**config.mk**
```make
export PLATFORM = sky130hd
export DESIGN_NAME = mmu_translation_registers
export DESIGN_NICKNAME = d
export VERILOG_FILES = /design/src/mmu_regs_pkg.sv /design/src/mmu_translation_registers.sv
export SDC_FILE = /design/constraint.sdc
export NUM_CORES = 1
export LEC_CHECK = 0
export ABC_AREA = 1
export BUFFER_PORTS_ARGS = -buffer_cell sky130_fd_sc_hd__buf_2
export CAP_MARGIN = 20
export CORE_ASPECT_RATIO = 1.75
export CORE_UTILIZATION = 25
export CTS_BUF_LIST = sky130_fd_sc_hd__clkbuf_8
export CTS_CLUSTER_DIAMETER = 40
export DETAILED_ROUTE_END_ITERATION = 16
export GPL_ROUTABILITY_DRIVEN = 0
export PLACE_DENSITY = 0.43
export SLEW_MARGIN = 20
export SYNTH_ARGS = -nofsm -noshare
export SYNTH_HDL_FRONTEND = slang
export SYNTH_SLANG_ARGS = --single-unit
```
**constraint.sdc**
```tcl
create_clock -name mclk -period 2.95 [get_ports mclk]
set_clock_uncertainty 0.05 [all_clocks]
set_input_delay 0.1475 -clock mclk [delete_from_list [all_inputs] [get_ports mclk]]
set_output_delay 0.1475 -clock mclk [all_outputs]
set_load 0.005 [all_outputs]
```
**src/mmu_regs_pkg.sv**
```systemverilog
// constants and types shared by the translation register block
package mmu_regs_pkg;
   // register offsets inside the control space window
   localparam logic [31:0] OFS_ENTRY_HIGH  = 32'h0000_0000;
   localparam logic [31:0] OFS_ENTRY_LOW   = 32'h0000_0004;
   localparam logic [31:0] OFS_TABLE_BASE  = 32'h0000_0008;
   localparam logic [31:0] OFS_FAULT_ADDR  = 32'h0000_000c;
   localparam logic [31:0] OFS_TRANS_CTRL  = 32'h0000_0010;
   // writable bits of the high, low and control registers, all others read as zero; then the reset value
   localparam logic [31:0] HIGH_MASK       = 32'hffff_fcff;
   localparam logic [31:0] LOW_MASK        = 32'hffff_fd7e;
   localparam logic [31:0] CTRL_MASK       = 32'h0000_0103;
   localparam logic [31:0] REG_RESET       = 32'h0000_0000;
   // field positions
   localparam int PAGE_LSB   = 10;
   localparam int TAG_MSB    = 7;
   localparam int VALID_BIT  = 8;
   localparam int RIGHTS_LSB = 5;
   localparam int SIZE_BIT   = 4;
   localparam int CACHE_BIT  = 3;
   localparam int DIRTY_BIT  = 2;
   localparam int COMMON_BIT = 1;
   localparam int SINGLE_BIT = 8;
   localparam int FLUSH_BIT  = 2;
   localparam int HASH_BIT   = 1;
   localparam int MAP_BIT    = 0;
   localparam int IDX_LSB    = 12;
   localparam int IDX_MSB    = 16;

   // one translation buffer entry as staged by the load instruction
   typedef struct packed {
      logic [21:0] virtual_page_number;
      logic [7:0]  process_tag;
      logic [21:0] physical_frame_number;
      logic        valid;
      logic [1:0]  access_rights;
      logic        page_size_code;
      logic        cacheable;
      logic        dirty;
      logic        common_page;
   } tlb_entry_s;
endpackage

```
**src/mmu_translation_registers.sv**
```systemverilog
// translation register set: entry staging, table base, fault capture, control
`timescale 1ns/1ps
`default_nettype none
module mmu_translation_registers
   import mmu_regs_pkg::*;
#(
   parameter logic [31:0] CTRL_SPACE_BASE = 32'hfff0_0000
)(
   // clock and reset
   input  wire logic        mclk,
   input  wire logic        sys_rst,
   // control space access from the core
   input  wire logic        acc_req,
   input  wire logic        acc_write,
   input  wire logic        acc_priv,
   input  wire logic [31:0] acc_addr,
   input  wire logic [31:0] acc_wdata,
   output logic             acc_ack,
   output logic             acc_err,
   output logic [31:0]      acc_rdata,
   // exception capture
   input  wire logic        fault_take,
   input  wire logic [31:0] fault_vaddr,
   // entry load instruction
   input  wire logic        load_entry_instruction,
   // translation buffer side
   output logic             tlb_write,
   output tlb_entry_s       tlb_entry,
   output logic             buffer_flush_all,
   output logic [4:0]       tlb_index,
   output logic             mapping_enable,
   output logic             single_space_select,
   output logic             index_hash_select
);
   logic [31:0] high_reg, high_next;
   logic [31:0] low_reg, low_next;
   logic [31:0] base_reg, base_next;
   logic [31:0] fault_reg, fault_next;
   logic [31:0] ctrl_reg, ctrl_next;
   logic        ack_reg, ack_next;
   logic        err_reg, err_next;
   logic [31:0] rdata_reg, rdata_next;
   logic        load_reg, load_next;
   logic        flush_reg, flush_next;
   tlb_entry_s  entry_reg, entry_next;
   logic [31:0] offset;
   logic        sel_high, sel_low, sel_base, sel_fault, sel_ctrl;
   logic        hit, ok, wr;

   // address decode; unprivileged requests never reach a register
   assign offset    = acc_addr - CTRL_SPACE_BASE;
   assign sel_high  = acc_req && offset == OFS_ENTRY_HIGH;
   assign sel_low   = acc_req && offset == OFS_ENTRY_LOW;
   assign sel_base  = acc_req && offset == OFS_TABLE_BASE;
   assign sel_fault = acc_req && offset == OFS_FAULT_ADDR;
   assign sel_ctrl  = acc_req && offset == OFS_TRANS_CTRL;
   assign hit = sel_high | sel_low | sel_base | sel_fault | sel_ctrl;
   assign ok  = hit && acc_priv;
   assign wr  = ok && acc_write;

   // register next values; an exception wins over a same-cycle write to the fault register and to high bits 31:10
   always_comb
   begin
      high_next  = high_reg;
      low_next   = low_reg;
      base_next  = base_reg;
      fault_next = fault_reg;
      ctrl_next  = ctrl_reg;
      if (wr && sel_high)
         high_next = acc_wdata & HIGH_MASK;
      if (wr && sel_low)
         low_next = acc_wdata & LOW_MASK;
      if (wr && sel_base)
         base_next = acc_wdata;
      if (wr && sel_fault)
         fault_next = acc_wdata;
      if (wr && sel_ctrl)
         ctrl_next = acc_wdata & CTRL_MASK;
      if (fault_take)
      begin
         // page field takes 22 bits even for small pages
         high_next[31:PAGE_LSB] = fault_vaddr[31:PAGE_LSB];
         fault_next = fault_vaddr;
      end
   end

   // access answer one cycle after the request
   always_comb
   begin
      ack_next   = acc_req;
      err_next   = acc_req && !ok;
      rdata_next = 32'h0000_0000;
      if (ok && !acc_write)
      begin
         if (sel_high)
            rdata_next = high_reg;
         if (sel_low)
            rdata_next = low_reg;
         if (sel_base)
            rdata_next = base_reg;
         if (sel_fault)
            rdata_next = fault_reg;
         if (sel_ctrl)
            rdata_next = ctrl_reg;              // flush bit never stored
      end
   end

   // entry load and flush strobes toward the buffer
   always_comb
   begin
      load_next  = load_entry_instruction;
      flush_next = wr && sel_ctrl && acc_wdata[FLUSH_BIT];
      entry_next = entry_reg;
      if (load_entry_instruction)
      begin
         entry_next.virtual_page_number   = high_reg[31:PAGE_LSB];
         entry_next.process_tag           = high_reg[TAG_MSB:0];
         entry_next.physical_frame_number = low_reg[31:PAGE_LSB];
         entry_next.valid          = low_reg[VALID_BIT];
         entry_next.access_rights  = low_reg[RIGHTS_LSB+1:RIGHTS_LSB];
         entry_next.page_size_code = low_reg[SIZE_BIT];
         entry_next.cacheable      = low_reg[CACHE_BIT];
         entry_next.dirty          = low_reg[DIRTY_BIT];
         entry_next.common_page    = low_reg[COMMON_BIT];
      end
   end

   // state registers
   always_ff @(posedge mclk)
   begin
      if (sys_rst)
      begin
         high_reg  <= REG_RESET;
         low_reg   <= REG_RESET;
         base_reg  <= REG_RESET;
         fault_reg <= REG_RESET;
         ctrl_reg  <= REG_RESET;
         ack_reg   <= 1'b0;
         err_reg   <= 1'b0;
         rdata_reg <= 32'h0000_0000;
         load_reg  <= 1'b0;
         flush_reg <= 1'b0;
         entry_reg <= '0;
      end
      else
      begin
         high_reg  <= high_next;
         low_reg   <= low_next;
         base_reg  <= base_next;
         fault_reg <= fault_next;
         ctrl_reg  <= ctrl_next;
         ack_reg   <= ack_next;
         err_reg   <= err_next;
         rdata_reg <= rdata_next;
         load_reg  <= load_next;
         flush_reg <= flush_next;
         entry_reg <= entry_next;
      end
   end

   // outputs; the index follows the high register live
   assign acc_ack          = ack_reg;
   assign acc_err          = err_reg;
   assign acc_rdata        = rdata_reg;
   assign tlb_write        = load_reg;
   assign tlb_entry        = entry_reg;
   assign buffer_flush_all = flush_reg;
   assign mapping_enable      = ctrl_reg[MAP_BIT];
   assign single_space_select = ctrl_reg[SINGLE_BIT];
   assign index_hash_select   = ctrl_reg[HASH_BIT];
   assign tlb_index = ctrl_reg[HASH_BIT]
      ? high_reg[IDX_MSB:IDX_LSB] ^ high_reg[4:0]
      : high_reg[IDX_MSB:IDX_LSB];

   // checks
   property p_unpriv_refused;
      @(posedge mclk) disable iff (sys_rst)
      acc_req && !acc_priv |=> acc_ack && acc_err && acc_rdata == 32'h0;
   endproperty
   a_unpriv_refused: assert property (p_unpriv_refused)
      else $error("unprivileged access not refused");

   property p_fault_page;
      @(posedge mclk) disable iff (sys_rst)
      fault_take |=> high_reg[31:10] == $past(fault_vaddr[31:10]);
   endproperty
   a_fault_page: assert property (p_fault_page)
      else $error("page field not loaded from fault address");

   property p_load_copy;
      @(posedge mclk) disable iff (sys_rst)
      load_entry_instruction && !fault_take && !wr |=>
         tlb_write && tlb_entry.virtual_page_number == high_reg[31:10]
         && tlb_entry.process_tag == high_reg[7:0]
         && tlb_entry.physical_frame_number == low_reg[31:10];
   endproperty
   a_load_copy: assert property (p_load_copy)
      else $error("entry load did not copy staging registers");

   property p_sw_page;
      @(posedge mclk) disable iff (sys_rst)
      wr && sel_high && !fault_take |=> high_reg == $past(acc_wdata & HIGH_MASK);
   endproperty
   a_sw_page: assert property (p_sw_page)
      else $error("software write to high entry lost");

   property p_low_sw_only;
      @(posedge mclk) disable iff (sys_rst)
      !$stable(low_reg) |-> $past(wr && sel_low);
   endproperty
   a_low_sw_only: assert property (p_low_sw_only)
      else $error("low entry changed without a write");

   property p_base_sw_only;
      @(posedge mclk) disable iff (sys_rst)
      !$stable(base_reg) |-> $past(wr && sel_base);
   endproperty
   a_base_sw_only: assert property (p_base_sw_only)
      else $error("table base changed without a write");

   property p_fault_capture;
      @(posedge mclk) disable iff (sys_rst)
      fault_take |=> fault_reg == $past(fault_vaddr);
   endproperty
   a_fault_capture: assert property (p_fault_capture)
      else $error("fault address not captured");

   property p_fault_hold;
      @(posedge mclk) disable iff (sys_rst)
      !fault_take && !(wr && sel_fault) |=> $stable(fault_reg);
   endproperty
   a_fault_hold: assert property (p_fault_hold)
      else $error("fault address changed without exception");

   property p_reserved_zero;
      @(posedge mclk) disable iff (sys_rst)
      (high_reg & ~HIGH_MASK) == 32'h0 && (low_reg & ~LOW_MASK) == 32'h0
         && (ctrl_reg & ~CTRL_MASK) == 32'h0;
   endproperty
   a_reserved_zero: assert property (p_reserved_zero)
      else $error("reserved bit set");

   property p_reset_off;
      @(posedge mclk)
      sys_rst |=> !mapping_enable && !single_space_select;
   endproperty
   a_reset_off: assert property (p_reset_off)
      else $error("translation enabled after reset");

   property p_flush;
      @(posedge mclk) disable iff (sys_rst)
      wr && sel_ctrl && acc_wdata[2] |=> buffer_flush_all ##1
         !buffer_flush_all || $past(wr && sel_ctrl && acc_wdata[2]);
   endproperty
   a_flush: assert property (p_flush)
      else $error("flush strobe wrong");

   property p_index;
      @(posedge mclk) disable iff (sys_rst)
      tlb_index == (high_reg[16:12] ^ (index_hash_select ? high_reg[4:0]
                                                         : 5'h00));
   endproperty
   a_index: assert property (p_index)
      else $error("buffer index wrong");

   c_load: cover property (@(posedge mclk) disable iff (sys_rst)
      load_entry_instruction ##1 tlb_write);
   c_fault: cover property (@(posedge mclk) disable iff (sys_rst)
      fault_take ##[2:40] acc_req && sel_fault && acc_priv);
   c_flush: cover property (@(posedge mclk) disable iff (sys_rst)
      buffer_flush_all);
   c_hash: cover property (@(posedge mclk) disable iff (sys_rst)
      index_hash_select && mapping_enable);
endmodule
`default_nettype wire

```
# Word level (Yosys, flattened, before mapping)
# Index checks and enable logic that the tools add are counted.
dict set report word_totals {
  ff_bits 221
  inputBits 103
  output_inout_bits 103
}
dict set report classes {
  add_sub_neg 1
  n_eq_ne 4
  muxes 10
  n_bitwise 6
  n_reduce_logical 22
}
# operator n
set ops {}
lappend ops {{$mux 32} 7}
lappend ops {{$eq 32x4->1 const B} 2}
lappend ops {{$eq 32x3->1 const B} 1}
lappend ops {{$eq 32x5->1 const B} 1}
lappend ops {{$logic_not 32->1} 1}
lappend ops {{$sub 32x32->32 const B} 1}
lappend ops {{$mux 22} 1}
lappend ops {{$logic_and 1x1->1} 15}
lappend ops {{$mux 9} 1}
lappend ops {{$mux 5} 1}
lappend ops {{$xor 5x5->5} 1}
lappend ops {{$or 1x1->1} 4}
lappend ops {{$reduce_bool 2->1} 2}
lappend ops {{$reduce_or 3->1} 1}
lappend ops {{$logic_not 1->1} 2}
lappend ops {{$reduce_or 2->1} 1}
lappend ops {{$not 1->1} 1}

# Logic depth before layout (Yosys ltp)
dict set report logic_depth {
  word_depth 12
  depth_mapped 16
  depth_no_buf 15
}

# Worst setup path after synthesis
# Ideal clock, no wire load.
dict set report synth_path {
  kind {input -> register}
  from {in acc_addr[0]}
  to {reg low_reg[11]}
  arrival_ps 1567
  t_required_ps 2787
  setup_slack_ps 1220
  cell_stages 16
  path_buffers 2
  path_cell_list {inv_1 -> nand2_1 -> nor2_2 -> nand2_1 -> nor2_1 -> nand3_1 -> nand2_1 -> nor2_1 -> nand2_4 -> nand2_4 -> nor2_4 -> nand2_1 -> buf_2 -> buf_6 -> nor2_1 -> nor2_1}
}
dict set report synth_between {
  elab_chain_cells 10
  elab_cells_between_ends 18
  classes_between {add/sub: 1; eq/ne: 4; bitwise: 4; reduce/logical: 9}
}
# item line
set synth_rtl {}
lappend synth_rtl {{from (decl)} mmu_translation_registers.sv:16} ;# input wire logic [31:0] acc_addr,
lappend synth_rtl {{$sub 32x32->32 *} mmu_translation_registers.sv:51} ;# assign offset = acc_addr - CTRL_SPACE_BASE;
lappend synth_rtl {{$eq 32x3->1 or $logic_not 32->1 (tied branches)} {mmu_translation_registers.sv:53, mmu_translation_registers.sv:52}}
lappend synth_rtl {{$logic_and 1x1->1 (on tied branches)} {mmu_translation_registers.sv:53, mmu_translation_registers.sv:52}}
lappend synth_rtl {{$or 1x1->1 (4 in a row)} mmu_translation_registers.sv:57} ;# assign hit = sel_high | sel_low | sel_base | sel_fault | sel_ctrl;
lappend synth_rtl {{$logic_and 1x1->1} mmu_translation_registers.sv:58} ;# assign ok = hit && acc_priv;
lappend synth_rtl {{$logic_and 1x1->1} mmu_translation_registers.sv:59} ;# assign wr = ok && acc_write;
lappend synth_rtl {{$logic_and 1x1->1 *} mmu_translation_registers.sv:71} ;# if (wr && sel_low)
lappend synth_rtl {{to (signal assigned)} mmu_translation_registers.sv:148} ;# low_reg <= low_next;
lappend synth_rtl {{to (decl)} mmu_translation_registers.sv:36} ;# logic [31:0] low_reg, low_next;
# Mark *: on every way between the ends. The rest lies on a longest branch, timed or not.
# A chain may end at the register's enable or synchronous reset.

# Final worst setup path
dict set report layout_path {
  from {in acc_req}
  to {reg high_reg[14]}
}
dict set report layout_between {
  elab_chain_cells 9
  elab_cells_between_ends 13
  classes_between {bitwise: 4; reduce/logical: 9}
}
# item line
set layout_rtl {}
lappend layout_rtl {{from (decl)} mmu_translation_registers.sv:13} ;# input wire logic acc_req,
lappend layout_rtl {{$logic_and 1x1->1 (on tied branches)} {mmu_translation_registers.sv:52, mmu_translation_registers.sv:53}}
lappend layout_rtl {{$or 1x1->1 (4 in a row)} mmu_translation_registers.sv:57}
lappend layout_rtl {{$logic_and 1x1->1} mmu_translation_registers.sv:58}
lappend layout_rtl {{$logic_and 1x1->1} mmu_translation_registers.sv:59}
lappend layout_rtl {{$logic_and 1x1->1 *} mmu_translation_registers.sv:69} ;# if (wr && sel_high)
lappend layout_rtl {{$reduce_bool 2->1 (no source line) *} n/a}
lappend layout_rtl {{to (signal assigned)} mmu_translation_registers.sv:147} ;# high_reg <= high_next;
lappend layout_rtl {{to (decl)} mmu_translation_registers.sv:35} ;# logic [31:0] high_reg, high_next;
# Marked as above.

==> reports/metrics.yaml <==
fin_crit_ns: 2.173
io_buffers: 205
via_count: 9009
first_iter_violations: 412
worst_r2r_endpoint: "acc_rdata[8]"
post-cts-setup-buffers: 0
whs_endpoint: "fault_reg[7]"
hp-class: "in2reg"
cts.sinks: 221
grt_max_degree: 65
finalHoldViolCount: 0
r2r_cells: 4
cp.arrival_ns: 2.59
cpMostUsedCell: "nor2_1"
setup_viol: 0
crit_required_ns: 3.37
p_leak_nw: 5.918
gr-usage-all-layers: 0.1740
fp-row-count: 92
die_w_um: 147.0
fin_crit_sh: 0.7367
seq_power_share: 0.494
yosys.area.top_type: "dfxtp_1"
worstSetupStartpointType: "input pin"
dp_hpwl_mm: 22.20
numCtsBuffers: 38
start_util: 0.2545
ys_top_cells_by_area: "dfxtp_1, nand2_1, nor2_1"
power_density_nw_per_um2: 528.7
io_pins: 206
final_util: 0.3327
switching_share: 0.2602
die_height_um: 255.8
critPathSlowestCell: "inv_1"
irDropWorstVdd_mv: 0.3942
drc_errors: 0
ys_seq_area_frac: 0.4809
area_delta_synth_final_pct: 30.69
holdCritStartpoint: "fault_vaddr[7]"
yosysTopAreaCellShare: 0.4809
maxSlewHeadroom: 0.3638
worstReg2RegStart: "low_reg[8]"
clk_path_buf_depth: 3
clock_latency_ns: 0.56
cts_root_buffer: "clkbuf_8"
cts_tree: "yes"
drive_gt1_frac: 0.1822
worst_pin_slew_ns: 0.9533
drv_cap: 0
path_class: "in2reg"
largest_reg_flops: 59
layout.nets: 1663
syn_area_per_cell_um2: 7.012
clock_power_share: 0.414
cts.clk_slew.worst_paths_ns: 0.07
grt_pass1_vias: 8770
ys_seq_elements: 221
wl_mm: 32.98
netlist_area_um2: 9200
cp-end-kind: "flip-flop"
htreeDepth: 2
power.switching_mw: 1.654
viasPerCell: 4.390
routedWlPerCell_um: 16.07
outcome: "complete, no violations"
yosysWarnings: 0
p_comb_frac: 0.092
ant_nets: 0
grt_pass1_wl_mm: 50.05
achievable-frequency_mhz: 460.1
path_max_fanout: 22
p_int_mw: 4.703
core_um2: 36140
grt_setup_unrepaired: "false"
fin_setup_tns_ns: 0
dr.pass1.iters: 5
maxSlewViolCount: 0
hold_depth: 5
dp_slack_ns: 0.5471
synthesis.nets: 1415
die_area_um2: 37600
overflow: 0
cpPeakStageDelay_ns: 0.69
synth.distinct_cells: 31
syn_inst: 1312
antenna_found_initial: 1
worst_slack_ns: 0.7767
reg2reg_slack_ns: 1.87
crit_chain: "dlygate4sd3_1 -> buf_2 -> nand2_1 -> nor2_1 -> nand3_1 -> nand2_1 -> nor2_1 -> nand2_4 -> nand4_1 -> nand2_1 -> inv_1 -> nor2_1 -> nor2_1"
final cells by class:
type	instances	area (um^2)
Inverter	123	465.4
Multi-Input combinational cell	885	3965
Fill cell	3988	24120
Tap cell	470	588.1
Timing Repair Buffer	291	1892
Clock buffer	41	564.3
Antenna cell	1	2.502
Sequential cell	221	4424
Clock inverter	20	122.6
Yosys cell counts:
master	n
a21boi_0	1
inv_1	120
a221oi_1	27
nor2_2	1
nand2_2	2
nand2_1	324
buf_1	7
o211ai_1	1
buf_4	1
nor2_1	291
nand3_1	32
clkbuf_1	57
nand4_2	1
o21ai_0	64
clkinv_1	1
nand4_1	1
a32oi_1	1
buf_2	15
a21oi_1	66
xor2_1	5
nor2_4	3
inv_2	2
buf_6	3
o22ai_1	29
nand2_4	2
nor3_4	1
nand3b_1	26
dfxtp_1	221
nor3_1	3
a211oi_1	2
o221ai_1	2
layer usage:
layer,global-route usage,part of all wire,vias up,routed length (um)
met5,0,0,-,0
met4,0.08305,0.041,0,1367
met3,0.02335,0.039,60,1273
met2,0.3257,0.53,239,17380
met1,0.1897,0.39,4087,12960
li1,-,-,4623,-
cell usage in the layout (no fill, tap or decap), types with 4 or more instances in the layout:
cell type,synthesis,routed
nand3_1,32,32
o22ai_1,29,29
nand2_1,324,321
buf_2,15,204
buf_12,0,4
a21oi_1,66,66
dfxtp_1,221,221
dlygate4sd3_1,0,67
clkbuf_8,0,41
buf_4,1,16
inv_1,120,133
o21ai_0,64,64
nand3b_1,26,26
nor2_1,291,291
a221oi_1,27,27
xor2_1,5,5
nand2_2,2,5
per-stage QoR:
| stage | instance area (um^2) | power (mW) | hold slack, ns | std cells |
|---|---|---|---|---|
| final | 12020 | 6.357 | 0.02108 | 2052 |
| after global routing | 12020 | 6.677 | 0.02739 | 2052 |
| after CTS | 12020 | 6.485 | 0.01826 | 2051 |
| after detailed placement | 10660 | 3.734 | 0.3630 | 1923 |
| after global placement | 10660 | 3.732 | 0.3574 | 1923 |
| after floorplan | 9200 | 3.466 | 0.2062 | 1312 |
repair_timing:
item	in CTS	in global routing
setup endpoints to repair	0	0
hold endpoints to repair	133	0
hold buffers	67	0
resized for setup	0	0
how the worst max path moves through the flow:
stage,start,to,cells after the start
3_3_place_gp,acc_addr[0],high_reg[24],15
2_1_floorplan,acc_addr[0],low_reg[11],16
5_1_grt,acc_req,high_reg[14],13
6_report,acc_req,high_reg[14],13
3_5_place_dp,acc_addr[23],high_reg[26],14
4_1_cts,acc_req,high_reg[26],13
power groups by stage:
| stage | Combinational, mW | Clock, mW | Sequential (mW) |
|---|---|---|---|
| after global routing | 0.653 | 2.87 | 3.15 |
| after detailed placement | 0.524 | 0 | 3.21 |
| after CTS | 0.596 | 2.74 | 3.15 |
| after global placement | 0.523 | 0 | 3.21 |
| final | 0.584 | 2.63 | 3.14 |
| after floorplan | 0.272 | 0 | 3.19 |
kinds of logic after synthesis:
family | count (synthesis) | synth area share
AOI/OAI and AO/OA | 193 | 0.1223
DFF | 221 | 0.4809
buffers and inverters | 206 | 0.08894
xor gates and xnor gates | 5 | 0.004760
and+or+nand+nor | 687 | 0.3031
critical path, delay by kind of cell:
kind          cells  cell delay (ns)
buf+inv           3             1.35
simple gates     10             1.08
(Power assumes the default switching activity.)
